==> config.mk <==
export PLATFORM = sky130hd
export DESIGN_NAME = sic_status_lamps
export DESIGN_NICKNAME = d
export VERILOG_FILES = /design/src/shared/sic_pkg.sv /design/src/shared/sic_code_if.sv /design/src/verilog/sic_code_flasher.sv /design/src/verilog/sic_status_lamps.sv
export SDC_FILE = /design/constraint.sdc
export NUM_CORES = 1
export LEC_CHECK = 0
export BUFFER_PORTS_ARGS = -buffer_cell sky130_fd_sc_hd__buf_2
export CAP_MARGIN = 25
export CORE_MARGIN = 2
export CORE_UTILIZATION = 50
export CTS_CLUSTER_DIAMETER = 150
export DETAILED_ROUTE_END_ITERATION = 7
export PLACE_DENSITY = 0.73
export SLEW_MARGIN = 20
export SYNTH_ARGS = -nofsm -noshare
export SYNTH_HDL_FRONTEND = slang
export SYNTH_SLANG_ARGS = --single-unit
==> constraint.sdc <==
create_clock -name clock -period 10.44 [get_ports clock]
set_clock_uncertainty 0.2 [all_clocks]
set_input_delay 0.522 -clock clock [delete_from_list [all_inputs] [get_ports clock]]
set_output_delay 0.522 -clock clock [all_outputs]
set_load 0.03 [all_outputs]
==> src/shared/sic_pkg.sv <==
package sic_pkg;
    // blink timing, in milliseconds, at a 25 MHz clock
    localparam int unsigned CLK_HZ = 25000000;
    localparam int unsigned SLOW_HALF_MS = 500;
    localparam int unsigned FAST_HALF_MS = 125;
    localparam int unsigned FLASH_HALF_MS = 250;
    // error-code pauses, in flash half periods
    localparam int unsigned SHORT_PAUSE_HALVES = 4;
    localparam int unsigned LONG_PAUSE_HALVES = 8;
    // traffic pulse stretch, in milliseconds
    localparam int unsigned TRAFFIC_HOLD_MS = 100;
    localparam int unsigned SLOW_HALF_CYC = CLK_HZ / 1000 * SLOW_HALF_MS;
    localparam int unsigned FAST_HALF_CYC = CLK_HZ / 1000 * FAST_HALF_MS;
    localparam int unsigned FLASH_HALF_CYC = CLK_HZ / 1000 * FLASH_HALF_MS;
    localparam int unsigned TRAFFIC_HOLD_CYC =
        CLK_HZ / 1000 * TRAFFIC_HOLD_MS;
    // net interface operating states
    typedef enum logic [5:0] {
        SIC_NET_HWFAIL = 6'h01,
        SIC_NET_DIAG = 6'h02,
        SIC_NET_WAITCFG = 6'h04,
        SIC_NET_WAITIP = 6'h08,
        SIC_NET_OPER = 6'h10,
        SIC_NET_LOAD = 6'h20
    } sic_net_state_t;
    // code flasher phases
    typedef enum logic [3:0] {
        SIC_FL_HIGH = 4'h1,
        SIC_FL_GAP = 4'h2,
        SIC_FL_LOW = 4'h4,
        SIC_FL_REST = 4'h8
    } sic_fl_state_t;
endpackage

==> src/shared/sic_code_if.sv <==
`timescale 1ns/1ps
// request and lamp output of the two-digit code flasher
interface sic_code_if;
    logic [7:0] code;   // two hex digits to flash
    logic run;          // flashing enabled
    logic lamp;         // flash pattern
    logic tick;         // half-period tick from the main file
    modport owner (output code, output run, output tick, input lamp);
    modport flasher (input code, input run, input tick, output lamp);
endinterface

==> src/verilog/sic_code_flasher.sv <==
`timescale 1ns/1ps
// flashes a two-digit code: high digit, short gap, low digit, long rest
module sic_code_flasher (
    input wire clock,
    input wire rstN,
    sic_code_if.flasher cif
);
    sic_pkg::sic_fl_state_t state_q;
    logic [4:0] cnt_q;      // half periods done in this phase
    logic lamp_q;
    // a zero digit shows one blink so it stays visible
    wire [3:0] hiDig = (cif.code[7:4] == 4'h0) ? 4'h1 : cif.code[7:4];
    wire [3:0] loDig = (cif.code[3:0] == 4'h0) ? 4'h1 : cif.code[3:0];
    wire [4:0] hiEnd = {hiDig, 1'b0};
    wire [4:0] loEnd = {loDig, 1'b0};
    wire [4:0] cntInc = cnt_q + 5'h01;
    // idle parks on the last rest half, so the first tick after run opens
    // the high digit lit and the first code shows every blink
    localparam logic [4:0] REST_LAST = 5'(sic_pkg::LONG_PAUSE_HALVES - 1);

    // phase sequencer, stepped once per half period
    always_ff @(posedge clock or negedge rstN) begin
        if (!rstN) begin
            state_q <= sic_pkg::SIC_FL_REST;
            cnt_q <= REST_LAST;
            lamp_q <= 1'b0;
        end else if (!cif.run) begin
            state_q <= sic_pkg::SIC_FL_REST;
            cnt_q <= REST_LAST;
            lamp_q <= 1'b0;
        end else if (cif.tick) begin
            cnt_q <= cntInc;
            lamp_q <= 1'b0;
            case (state_q)
                sic_pkg::SIC_FL_HIGH: begin
                    lamp_q <= ~cntInc[0];
                    if (cntInc == hiEnd) begin
                        state_q <= sic_pkg::SIC_FL_GAP;
                        cnt_q <= 5'h00;
                        lamp_q <= 1'b0;
                    end
                end
                sic_pkg::SIC_FL_GAP: begin
                    if (cntInc == 5'(sic_pkg::SHORT_PAUSE_HALVES)) begin
                        state_q <= sic_pkg::SIC_FL_LOW;
                        cnt_q <= 5'h00;
                        lamp_q <= 1'b1;
                    end
                end
                sic_pkg::SIC_FL_LOW: begin
                    lamp_q <= ~cntInc[0];
                    if (cntInc == loEnd) begin
                        state_q <= sic_pkg::SIC_FL_REST;
                        cnt_q <= 5'h00;
                        lamp_q <= 1'b0;
                    end
                end
                default: begin
                    if (cntInc == 5'(sic_pkg::LONG_PAUSE_HALVES)) begin
                        state_q <= sic_pkg::SIC_FL_HIGH;
                        cnt_q <= 5'h00;
                        lamp_q <= 1'b1;
                    end
                end
            endcase
        end
    end
    assign cif.lamp = lamp_q;

    // lamp stays dark in both pauses
    a_pause_dark: assert property (@(posedge clock) disable iff (!rstN)
        (state_q == sic_pkg::SIC_FL_GAP || state_q == sic_pkg::SIC_FL_REST)
        |-> !lamp_q) else $error("flasher lit during pause");
    c_rest_reached: cover property (@(posedge clock) disable iff (!rstN)
        cif.run && state_q == sic_pkg::SIC_FL_REST);
endmodule

==> src/verilog/sic_status_lamps.sv <==
`timescale 1ns/1ps
module sic_status_lamps #(
    parameter int unsigned SLOW_HALF = sic_pkg::SLOW_HALF_CYC,
    parameter int unsigned FAST_HALF = sic_pkg::FAST_HALF_CYC,
    parameter int unsigned FLASH_HALF = sic_pkg::FLASH_HALF_CYC,
    parameter int unsigned TRAFFIC_HOLD = sic_pkg::TRAFFIC_HOLD_CYC,
    parameter int NPORTS = 2
) (
    input wire clock,
    input wire nrst,
    // cpu state, from pins
    input wire cpuDiagPass,
    input wire cpuFault,
    input wire [7:0] cpuFaultCode,
    input wire cpuHalt,
    input wire cpuBoot,
    input wire cpuRun,
    input wire outScanEn,
    input wire serialPortOneAct,
    input wire serialPortTwoAct,
    // net interface state, one-hot code of sic_net_state_t
    input wire [5:0] netState,
    input wire [7:0] netFailCode,
    input wire netAvailable,
    input wire netTraffic,
    input wire eventLogged,
    // per-port phy status
    input wire [NPORTS-1:0] portLink,
    input wire [NPORTS-1:0] portTraffic,
    input wire [NPORTS-1:0] portFast,
    // lamps, high means lit
    output logic cpuHealthLamp,
    output logic runLamp,
    output logic outputs_enabled_lamp,
    output logic serial1_activity_lamp,
    output logic serial2_activity_lamp,
    output logic net_health_lamp,
    output logic net_availability_lamp,
    output logic netEventLamp,
    output logic [NPORTS-1:0] carrierLamp,
    output logic [NPORTS-1:0] speedLamp
);
    localparam int NIN = 17 + 3 * NPORTS;
    // reset release synchroniser
    logic [1:0] rstSync_q;
    wire rstN = rstSync_q[1];
    always_ff @(posedge clock or negedge nrst) begin
        if (!nrst) rstSync_q <= 2'h0;
        else rstSync_q <= {rstSync_q[0], 1'b1};
    end

    // all pin inputs pass two flops before use
    wire [NIN-1:0] rawIn = {cpuDiagPass, cpuFault, cpuHalt, cpuBoot, cpuRun,
        outScanEn, serialPortOneAct, serialPortTwoAct, netState,
        netAvailable, netTraffic, eventLogged, portLink, portTraffic,
        portFast};
    logic [NIN-1:0] syncA_q;
    logic [NIN-1:0] syncB_q;
    always_ff @(posedge clock or negedge rstN) begin
        if (!rstN) begin
            syncA_q <= '0;
            syncB_q <= '0;
        end else begin
            syncA_q <= rawIn;
            syncB_q <= syncA_q;
        end
    end
    // codes are quasi-static; double flopped likewise
    logic [15:0] codeA_q;
    logic [15:0] codeB_q;
    always_ff @(posedge clock or negedge rstN) begin
        if (!rstN) begin
            codeA_q <= 16'h0000;
            codeB_q <= 16'h0000;
        end else begin
            codeA_q <= {cpuFaultCode, netFailCode};
            codeB_q <= codeA_q;
        end
    end

    // unpacked synchronised inputs
    wire sDiag = syncB_q[NIN-1];
    wire sFault = syncB_q[NIN-2];
    wire sHalt = syncB_q[NIN-3];
    wire sBoot = syncB_q[NIN-4];
    wire sRun = syncB_q[NIN-5];
    wire sScan = syncB_q[NIN-6];
    wire sSer1 = syncB_q[NIN-7];
    wire sSer2 = syncB_q[NIN-8];
    wire [5:0] sNet = syncB_q[NIN-9 -: 6];
    wire sAvail = syncB_q[3*NPORTS+2];
    wire sNetTr = syncB_q[3*NPORTS+1];
    wire sEvent = syncB_q[3*NPORTS];
    wire [NPORTS-1:0] sLink = syncB_q[3*NPORTS-1 -: NPORTS];
    wire [NPORTS-1:0] sPTr = syncB_q[2*NPORTS-1 -: NPORTS];
    wire [NPORTS-1:0] sFast = syncB_q[NPORTS-1:0];

    // slow and fast blink square waves
    logic [31:0] slowCnt_q;
    logic [31:0] fastCnt_q;
    logic [31:0] flashCnt_q;
    logic slow_q;
    logic fast_q;
    wire slowWrap = (slowCnt_q == SLOW_HALF - 1);
    wire fastWrap = (fastCnt_q == FAST_HALF - 1);
    wire flashWrap = (flashCnt_q == FLASH_HALF - 1);
    always_ff @(posedge clock or negedge rstN) begin
        if (!rstN) begin
            slowCnt_q <= 32'h0;
            fastCnt_q <= 32'h0;
            flashCnt_q <= 32'h0;
            slow_q <= 1'b0;
            fast_q <= 1'b0;
        end else begin
            slowCnt_q <= slowWrap ? 32'h0 : slowCnt_q + 32'h1;
            fastCnt_q <= fastWrap ? 32'h0 : fastCnt_q + 32'h1;
            flashCnt_q <= flashWrap ? 32'h0 : flashCnt_q + 32'h1;
            if (slowWrap) slow_q <= ~slow_q;
            if (fastWrap) fast_q <= ~fast_q;
        end
    end

    // activity stretchers: serial, net and port traffic
    localparam int NACT = 3 + NPORTS;
    wire [NACT-1:0] actIn = {sSer1, sSer2, sNetTr, sPTr};
    logic [NACT-1:0] actHeld;
    genvar g;
    generate
        for (g = 0; g < NACT; g++) begin : gAct
            logic [31:0] hold_q;
            always_ff @(posedge clock or negedge rstN) begin
                if (!rstN) hold_q <= 32'h0;
                else if (actIn[g]) hold_q <= TRAFFIC_HOLD;
                else if (hold_q != 32'h0) hold_q <= hold_q - 32'h1;
            end
            assign actHeld[g] = (hold_q != 32'h0);
        end
    endgenerate
    wire ser1Act = actHeld[NACT-1];
    wire ser2Act = actHeld[NACT-2];
    wire netAct = actHeld[NACT-3];
    wire [NPORTS-1:0] portAct = actHeld[NPORTS-1:0];

    // two code flashers: cpu code and net failure code
    sic_code_if cpuCif ();
    sic_code_if netCif ();
    assign cpuCif.code = codeB_q[15:8];
    assign cpuCif.run = sFault;
    assign cpuCif.tick = flashWrap;
    assign netCif.code = codeB_q[7:0];
    assign netCif.run = (sNet == sic_pkg::SIC_NET_HWFAIL);
    assign netCif.tick = flashWrap;
    sic_code_flasher uCpuFlash (.clock(clock), .rstN(rstN), .cif(cpuCif));
    sic_code_flasher uNetFlash (.clock(clock), .rstN(rstN), .cif(netCif));

    // cpu lamp decode, fault over boot over halt
    wire cpuOkD = sFault ? 1'b0 :
        sBoot ? slow_q :
        sHalt ? slow_q :
        sDiag;
    wire runD = sFault ? cpuCif.lamp :
        sBoot ? slow_q :
        sHalt ? 1'b0 : sRun;
    wire scanD = sFault ? cpuCif.lamp :
        sBoot ? slow_q :
        sHalt ? 1'b0 : sScan;
    wire ser1D = (sFault | sHalt) ? 1'b0 : ser1Act & fast_q;
    wire ser2D = (sFault | sHalt) ? 1'b0 : ser2Act & fast_q;

    // net lamp decode
    wire availD = !sAvail ? 1'b0 : netAct ? fast_q : 1'b1;
    logic netOkD;
    logic lanD;
    logic statD;
    always_comb begin
        netOkD = slow_q;
        lanD = 1'b0;
        statD = 1'b0;
        case (sNet)
            sic_pkg::SIC_NET_HWFAIL: netOkD = netCif.lamp;
            sic_pkg::SIC_NET_DIAG: netOkD = fast_q;
            sic_pkg::SIC_NET_WAITCFG: netOkD = slow_q;
            sic_pkg::SIC_NET_WAITIP: begin
                netOkD = slow_q;
                statD = slow_q;
                lanD = availD;
            end
            sic_pkg::SIC_NET_OPER: begin
                netOkD = 1'b1;
                lanD = availD;
                statD = !sEvent;
            end
            sic_pkg::SIC_NET_LOAD: begin
                lanD = slow_q;
                statD = slow_q;
            end
            default: netOkD = slow_q;
        endcase
    end
    // rate, duplex and crossover are sensed by the phy; lamps show result
    wire [NPORTS-1:0] carrD = sLink & ~(portAct & {NPORTS{fast_q}});
    wire [NPORTS-1:0] spdD = sLink & sFast;

    // all lamps registered
    always_ff @(posedge clock or negedge rstN) begin
        if (!rstN) begin
            cpuHealthLamp <= 1'b0;
            runLamp <= 1'b0;
            outputs_enabled_lamp <= 1'b0;
            serial1_activity_lamp <= 1'b0;
            serial2_activity_lamp <= 1'b0;
            net_health_lamp <= 1'b0;
            net_availability_lamp <= 1'b0;
            netEventLamp <= 1'b0;
            carrierLamp <= '0;
            speedLamp <= '0;
        end else begin
            cpuHealthLamp <= cpuOkD;
            runLamp <= runD;
            outputs_enabled_lamp <= scanD;
            serial1_activity_lamp <= ser1D;
            serial2_activity_lamp <= ser2D;
            net_health_lamp <= netOkD;
            net_availability_lamp <= lanD;
            netEventLamp <= statD;
            carrierLamp <= carrD;
            speedLamp <= spdD;
        end
    end

    a_fault_dark: assert property (@(posedge clock) disable iff (!rstN)
        sFault |=> !cpuHealthLamp) else $error("health lit on fault");
    a_halt_others: assert property (@(posedge clock) disable iff (!rstN)
        (sHalt && !sFault && !sBoot) |=> (!runLamp && !outputs_enabled_lamp
        && cpuHealthLamp == $past(slow_q))) else $error("halt lamps");
    a_boot_unison: assert property (@(posedge clock) disable iff (!rstN)
        (sBoot && !sFault) |=> (runLamp == cpuHealthLamp &&
        outputs_enabled_lamp == cpuHealthLamp)) else $error("boot");
    a_run_follow: assert property (@(posedge clock) disable iff (!rstN)
        (!sFault && !sBoot && !sHalt) |=> (runLamp == $past(sRun) &&
        cpuHealthLamp == $past(sDiag))) else $error("run lamp");
    a_scan_follow: assert property (@(posedge clock) disable iff (!rstN)
        (!sFault && !sBoot && !sHalt) |=>
        outputs_enabled_lamp == $past(sScan)) else $error("scan lamp");
    a_speed_lamp: assert property (@(posedge clock) disable iff (!rstN)
        ##1 speedLamp == $past(sLink & sFast)) else $error("speed");
    a_carrier_off: assert property (@(posedge clock) disable iff (!rstN)
        ##1 (carrierLamp & ~$past(sLink)) == '0) else $error("carr");
    a_oper_health: assert property (@(posedge clock) disable iff (!rstN)
        (sNet == sic_pkg::SIC_NET_OPER) |=> net_health_lamp &&
        netEventLamp == !$past(sEvent)) else $error("oper net");
    a_load_unison: assert property (@(posedge clock) disable iff (!rstN)
        (sNet == sic_pkg::SIC_NET_LOAD) |=> (net_health_lamp ==
        net_availability_lamp && netEventLamp == net_health_lamp))
        else $error("load unison");
    a_cfg_dark: assert property (@(posedge clock) disable iff (!rstN)
        (sNet == sic_pkg::SIC_NET_WAITCFG || sNet == sic_pkg::SIC_NET_DIAG)
        |=> (!net_availability_lamp && !netEventLamp))
        else $error("cfg lamps");
    a_ip_unison: assert property (@(posedge clock) disable iff (!rstN)
        (sNet == sic_pkg::SIC_NET_WAITIP) |=> netEventLamp ==
        net_health_lamp) else $error("ip unison");
    a_avail_idle: assert property (@(posedge clock) disable iff (!rstN)
        (sNet == sic_pkg::SIC_NET_OPER && sAvail && !netAct) |=>
        net_availability_lamp) else $error("idle avail");
    c_boot: cover property (@(posedge clock) disable iff (!rstN)
        sBoot && cpuHealthLamp);
    c_hwfail: cover property (@(posedge clock) disable iff (!rstN)
        sNet == sic_pkg::SIC_NET_HWFAIL && net_health_lamp);
    c_traffic: cover property (@(posedge clock) disable iff (!rstN)
        carrierLamp[0] ##1 !carrierLamp[0]);
endmodule
==> key figures <==
Outcome
  – Outcome: finished, final reports clean

Setup path
  – Required time worst endpoint: 10.66 ns
  – Critical path launch point type: register
  – Worst r2r path cells: 8
  – Cell type group with the largest total delay on the critical path: simple AND/OR/NAND/NOR gates
  – Largest fanout of any net on the critical path: 8
  – Critical-path cell list: inv_1 > ha_1 > or4b_2 > nor3_1 > nand4_1 > nor2_1 > nor2b_1 > a211oi_1
  – Setup slack on the worst flop-to-flop path: 7.15 ns
  – Crit end category: register
  – Slowest cell on the critical path: or4b_2
  – Capture point of the worst reg-to-reg path: gAct[4].hold_q[1]
  – Worst Path Class, Setup: reg2reg
  – CP bufs+invs: 1
  – Critical path's largest stage delay: 0.59 ns
  – Startpoint of the lowest-slack register-to-register path: gAct[4].hold_q[0]
  – Critical Path AT: 3.51 ns

Timing
  – Final-report max-slew violation count: 0
  – Max-slew headroom: 0.3921
  – Crit share post-route: 0.3151
  – Least-Margin Pin Slew: 0.9035 ns
  – Final setup slack of the worst path: 7.151 ns
  – Final hold violations: 0
  – Number of setup violations in the final report: 0
  – Top achievable clock speed: 304.0 MHz
  – Setup repair after global routing missed its margin: false
  – Sum of negative setup slack: 0 ns
  – Final period demand of the worst path: 3.289 ns
  – Smallest hold slack: 0.006385 ns

Drt
  – Wire length per cell after detailed routing: 14.93 um
  – Antenna-violating nets left: 0
  – First-pass detailed-route iteration total: 5
  – Drt initial violations: 743
  – Vias: 12320
  – Via density: 5.503
  – DRC errors left: 0
  – Detailed Route WL: 33400 um

Power
  – Power Dens Cells: 159.6 mW/mm^2
  – Peak supply drop: 0.0001336 V
  – Leakage dissipation: 8.320 nW

Logic synthesis
  – Post-synth ARST share: 1.000
  – Syn_nets: 1717
  – Warnings, synthesis: 0
  – Cell count after synthesis: 1661
  – Library cells used by synthesis: 77
  – Sequential share of the synthesized area: 0.5408
  – Avg Inst Size Synth: 10.32 sq um
  – Most frequently used flop master after synthesis: dfrtp_1
  – EDFF count, synth: 0
  – Yosys reg bits: 370
  – Synthesized area: 0.01714 sq mm

Place
  – Pre-CTS worst setup slack: 7.145 ns
  – Post-detail-place hpwl: 21510 um
  – Cell total after placement: 2125
  – GP Congestion: 0.8288
  – Number of I/O port buffers: 52

Floorplan
  – Die X: 189.1 um
  – Core Region: 0.03362 sq mm
  – Initial core utilization: 0.5098
  – Vertical die dimension: 189.1 um
  – Row cnt: 67
  – Num ports: 53
  – Floorplan die area: 0.03577 sq mm

Global routing
  – Antenna violations before repair: 0
  – Number of global-route vias before repair: 12120
  – Pin count of the biggest net entering global routing: 84
  – Global route total overflow: 0
  – Global router's overall resource usage: 0.1918
  – Global-route wire length before repair: 57990 um

Clocking
  – CTS buffer count: 39
  – CTS tree: built
  – Number of levels the H-tree was split into: 2
  – Number of clock sinks: 370
  – Clk buf depth: 3
  – Clock transition at the register clock pins on the worst setup and hold paths after CTS: 0.06 ns
  – Clock latency at the later pin of the worst-skew pair: 0.55 ns
  – Cell at the root of the clock tree: clkbuf_16

Finish
  – Filler-free cell count of the finished design: 2238
  – Relative area change from synthesis to final layout: 14.92%
  – # diodes: 0
  – Number of filler cells placed in the layout: 2774
  – Layout cells sized above 1: 0.09777
  – Number of nets at the end of the flow: 1816

Hold path
  – Kind of path behind the tightest hold check: reg2async

Job
  – Number of max-cap violations: 0
## routing by layer
metal	wire length, um	up-vias	share of wire	global-route usage
met3	1112	46	0.033	0.02539
met1	15520	6061	0.46	0.2668
li1	-	6005	-	-
met5	0	-	0	0
met4	736	0	0.022	0.06100
met2	16030	203	0.48	0.3136
## metrics by stage
stage / instance area, sq um / power [mW] / util
6_report: 19690 / 3.144 / 0.5858
5_1_grt: 19690 / 3.272 / 0.5858
4_1_cts: 19630 / 3.182 / 0.5838
3_5_place_dp: 17870 / 1.718 / 0.5317
3_3_place_gp: 17870 / 1.711 / 0.5317
2_1_floorplan: 17140 / 1.663 / -
## worst max-delay path by stage
stage,startpoint,endpoint,cells past startpoint
floorplan,rstSync_q[1],carrierLamp[0],0
global placement,gAct[1].hold_q[20],gAct[1].hold_q[18],6
detailed placement,gAct[4].hold_q[0],gAct[4].hold_q[1],8
CTS,gAct[4].hold_q[0],gAct[4].hold_q[1],8
global route,gAct[4].hold_q[0],gAct[4].hold_q[1],8
finish,gAct[4].hold_q[0],gAct[4].hold_q[1],8
## placed cells by master, fill, tap and decap left out, types with 8 or more instances in the layout
cell type,instances
a211oi_1,9
a21oi_1,46
a31oi_1,8
and2_1,10
and3_1,22
and4_1,8
buf_2,52
buf_4,8
clkbuf_16,40
clkbuf_8,9
dfrtp_1,361
dfstp_2,8
dlygate4sd3_1,40
ha_1,15
inv_1,27
nand2_1,130
nand2b_1,27
nand3_1,73
nand3b_1,15
nand4_1,32
nand4b_1,9
nor2_1,234
nor2b_1,19
nor3_1,64
nor4_1,53
nor4b_1,10
o21ai_0,40
or3_1,33
or4_1,27
xnor2_1,103
xor2_1,127
## cells in the mapped netlist, drive strengths merged, types with 7 or more instances
cell    count  area [sq um]
a211oi     10         80.07
nand2     130         488.0
dfstp       8         210.2
nand2b     27         168.9
nand3b     15         112.6
and4        8         70.07
nor4b      12         126.4
or4b        7         70.07
or4        29         225.2
nor2      234         878.3
and3       22         137.6
and2       10         62.56
nor2b      19         118.9
nand4b      9         78.83
xnor2     103         902.1
xor2      127          1112
a21oi      46         230.2
ha         15         187.7
nand3      75         392.9
or3        33         206.5
clkbuf     38         142.6
dfrtp     362          9059
o21ai      41         205.2
a31oi       9         62.56
nand4      32         200.2
nor3       65         330.3
inv        27         101.4
nor4       56         350.3
buf         9         48.80
## cell type report
cell class | instances | area, sq um | area share
clock buffer | 55 | 1147 | 0.05826
timing repair buffer | 105 | 809.5 | 0.04111
clock inverter | 16 | 206.4 | 0.01048
sequential | 370 | 9273 | 0.4708
tap | 448 | 560.5 | 0.02846
multi-input combinational | 1216 | 7592 | 0.3855
inverter | 28 | 105.1 | 0.005337
## sequential cells by signal, summed over array words and instances (netlist names), 2 cells and up
signal	flops
gAct.hold_q	160
fastCnt_q	32
flashCnt_q	32
slowCnt_q	32
syncA_q	23
syncB_q	23
codeA_q	16
codeB_q	16
uCpuFlash.cnt_q	5
uNetFlash.cnt_q	5
uCpuFlash.state_q	4
uNetFlash.state_q	4
carrierLamp	2
rstSync_q	2
speedLamp	2
## what timing repair did
item | in CTS | in global routing
hold endpoints to repair | 41 | 0
buffers inserted | 0 | 0
gates resized for setup | 0 | 0
hold buffers | 40 | 0
endpoints found under the setup margin | 0 | 0
## worst reg2reg max path: cells and delay by family (launching register included)
family / cells / cell delay [ns]
and+or+nand+nor: 5 / 2.04
buffers and inverters: 1 / 0.12
adders and majority gates: 1 / 0.16
DFF: 1 / 0.39
AOI/OAI and AO/OA: 1 / 0.27
## cells by family (layout without fill, tap and decap cells)
kind of cell | count (synthesis) | after routing | share of synthesized area
xor+xnor | 233 | 233 | 0.1215
simple gates | 803 | 803 | 0.2443
mux | 6 | 6 | 0.003869
buf+inv | 75 | 204 | 0.01730
other cells | 1 | 1 | 0.0002188
flops | 370 | 370 | 0.5408
fa+ha+maj | 15 | 15 | 0.01095
compound gates | 158 | 158 | 0.06104
## report_power, final
part | switching [mW] | leakage (nW) | total, mW | internal [mW]
Combinational | 0.115 | 2.97 | 0.188 | 0.0724
Sequential | 0.0418 | 4.69 | 1.52 | 1.48
Clock | 0.569 | 0.661 | 1.44 | 0.870
(Power assumes the default switching activity.)
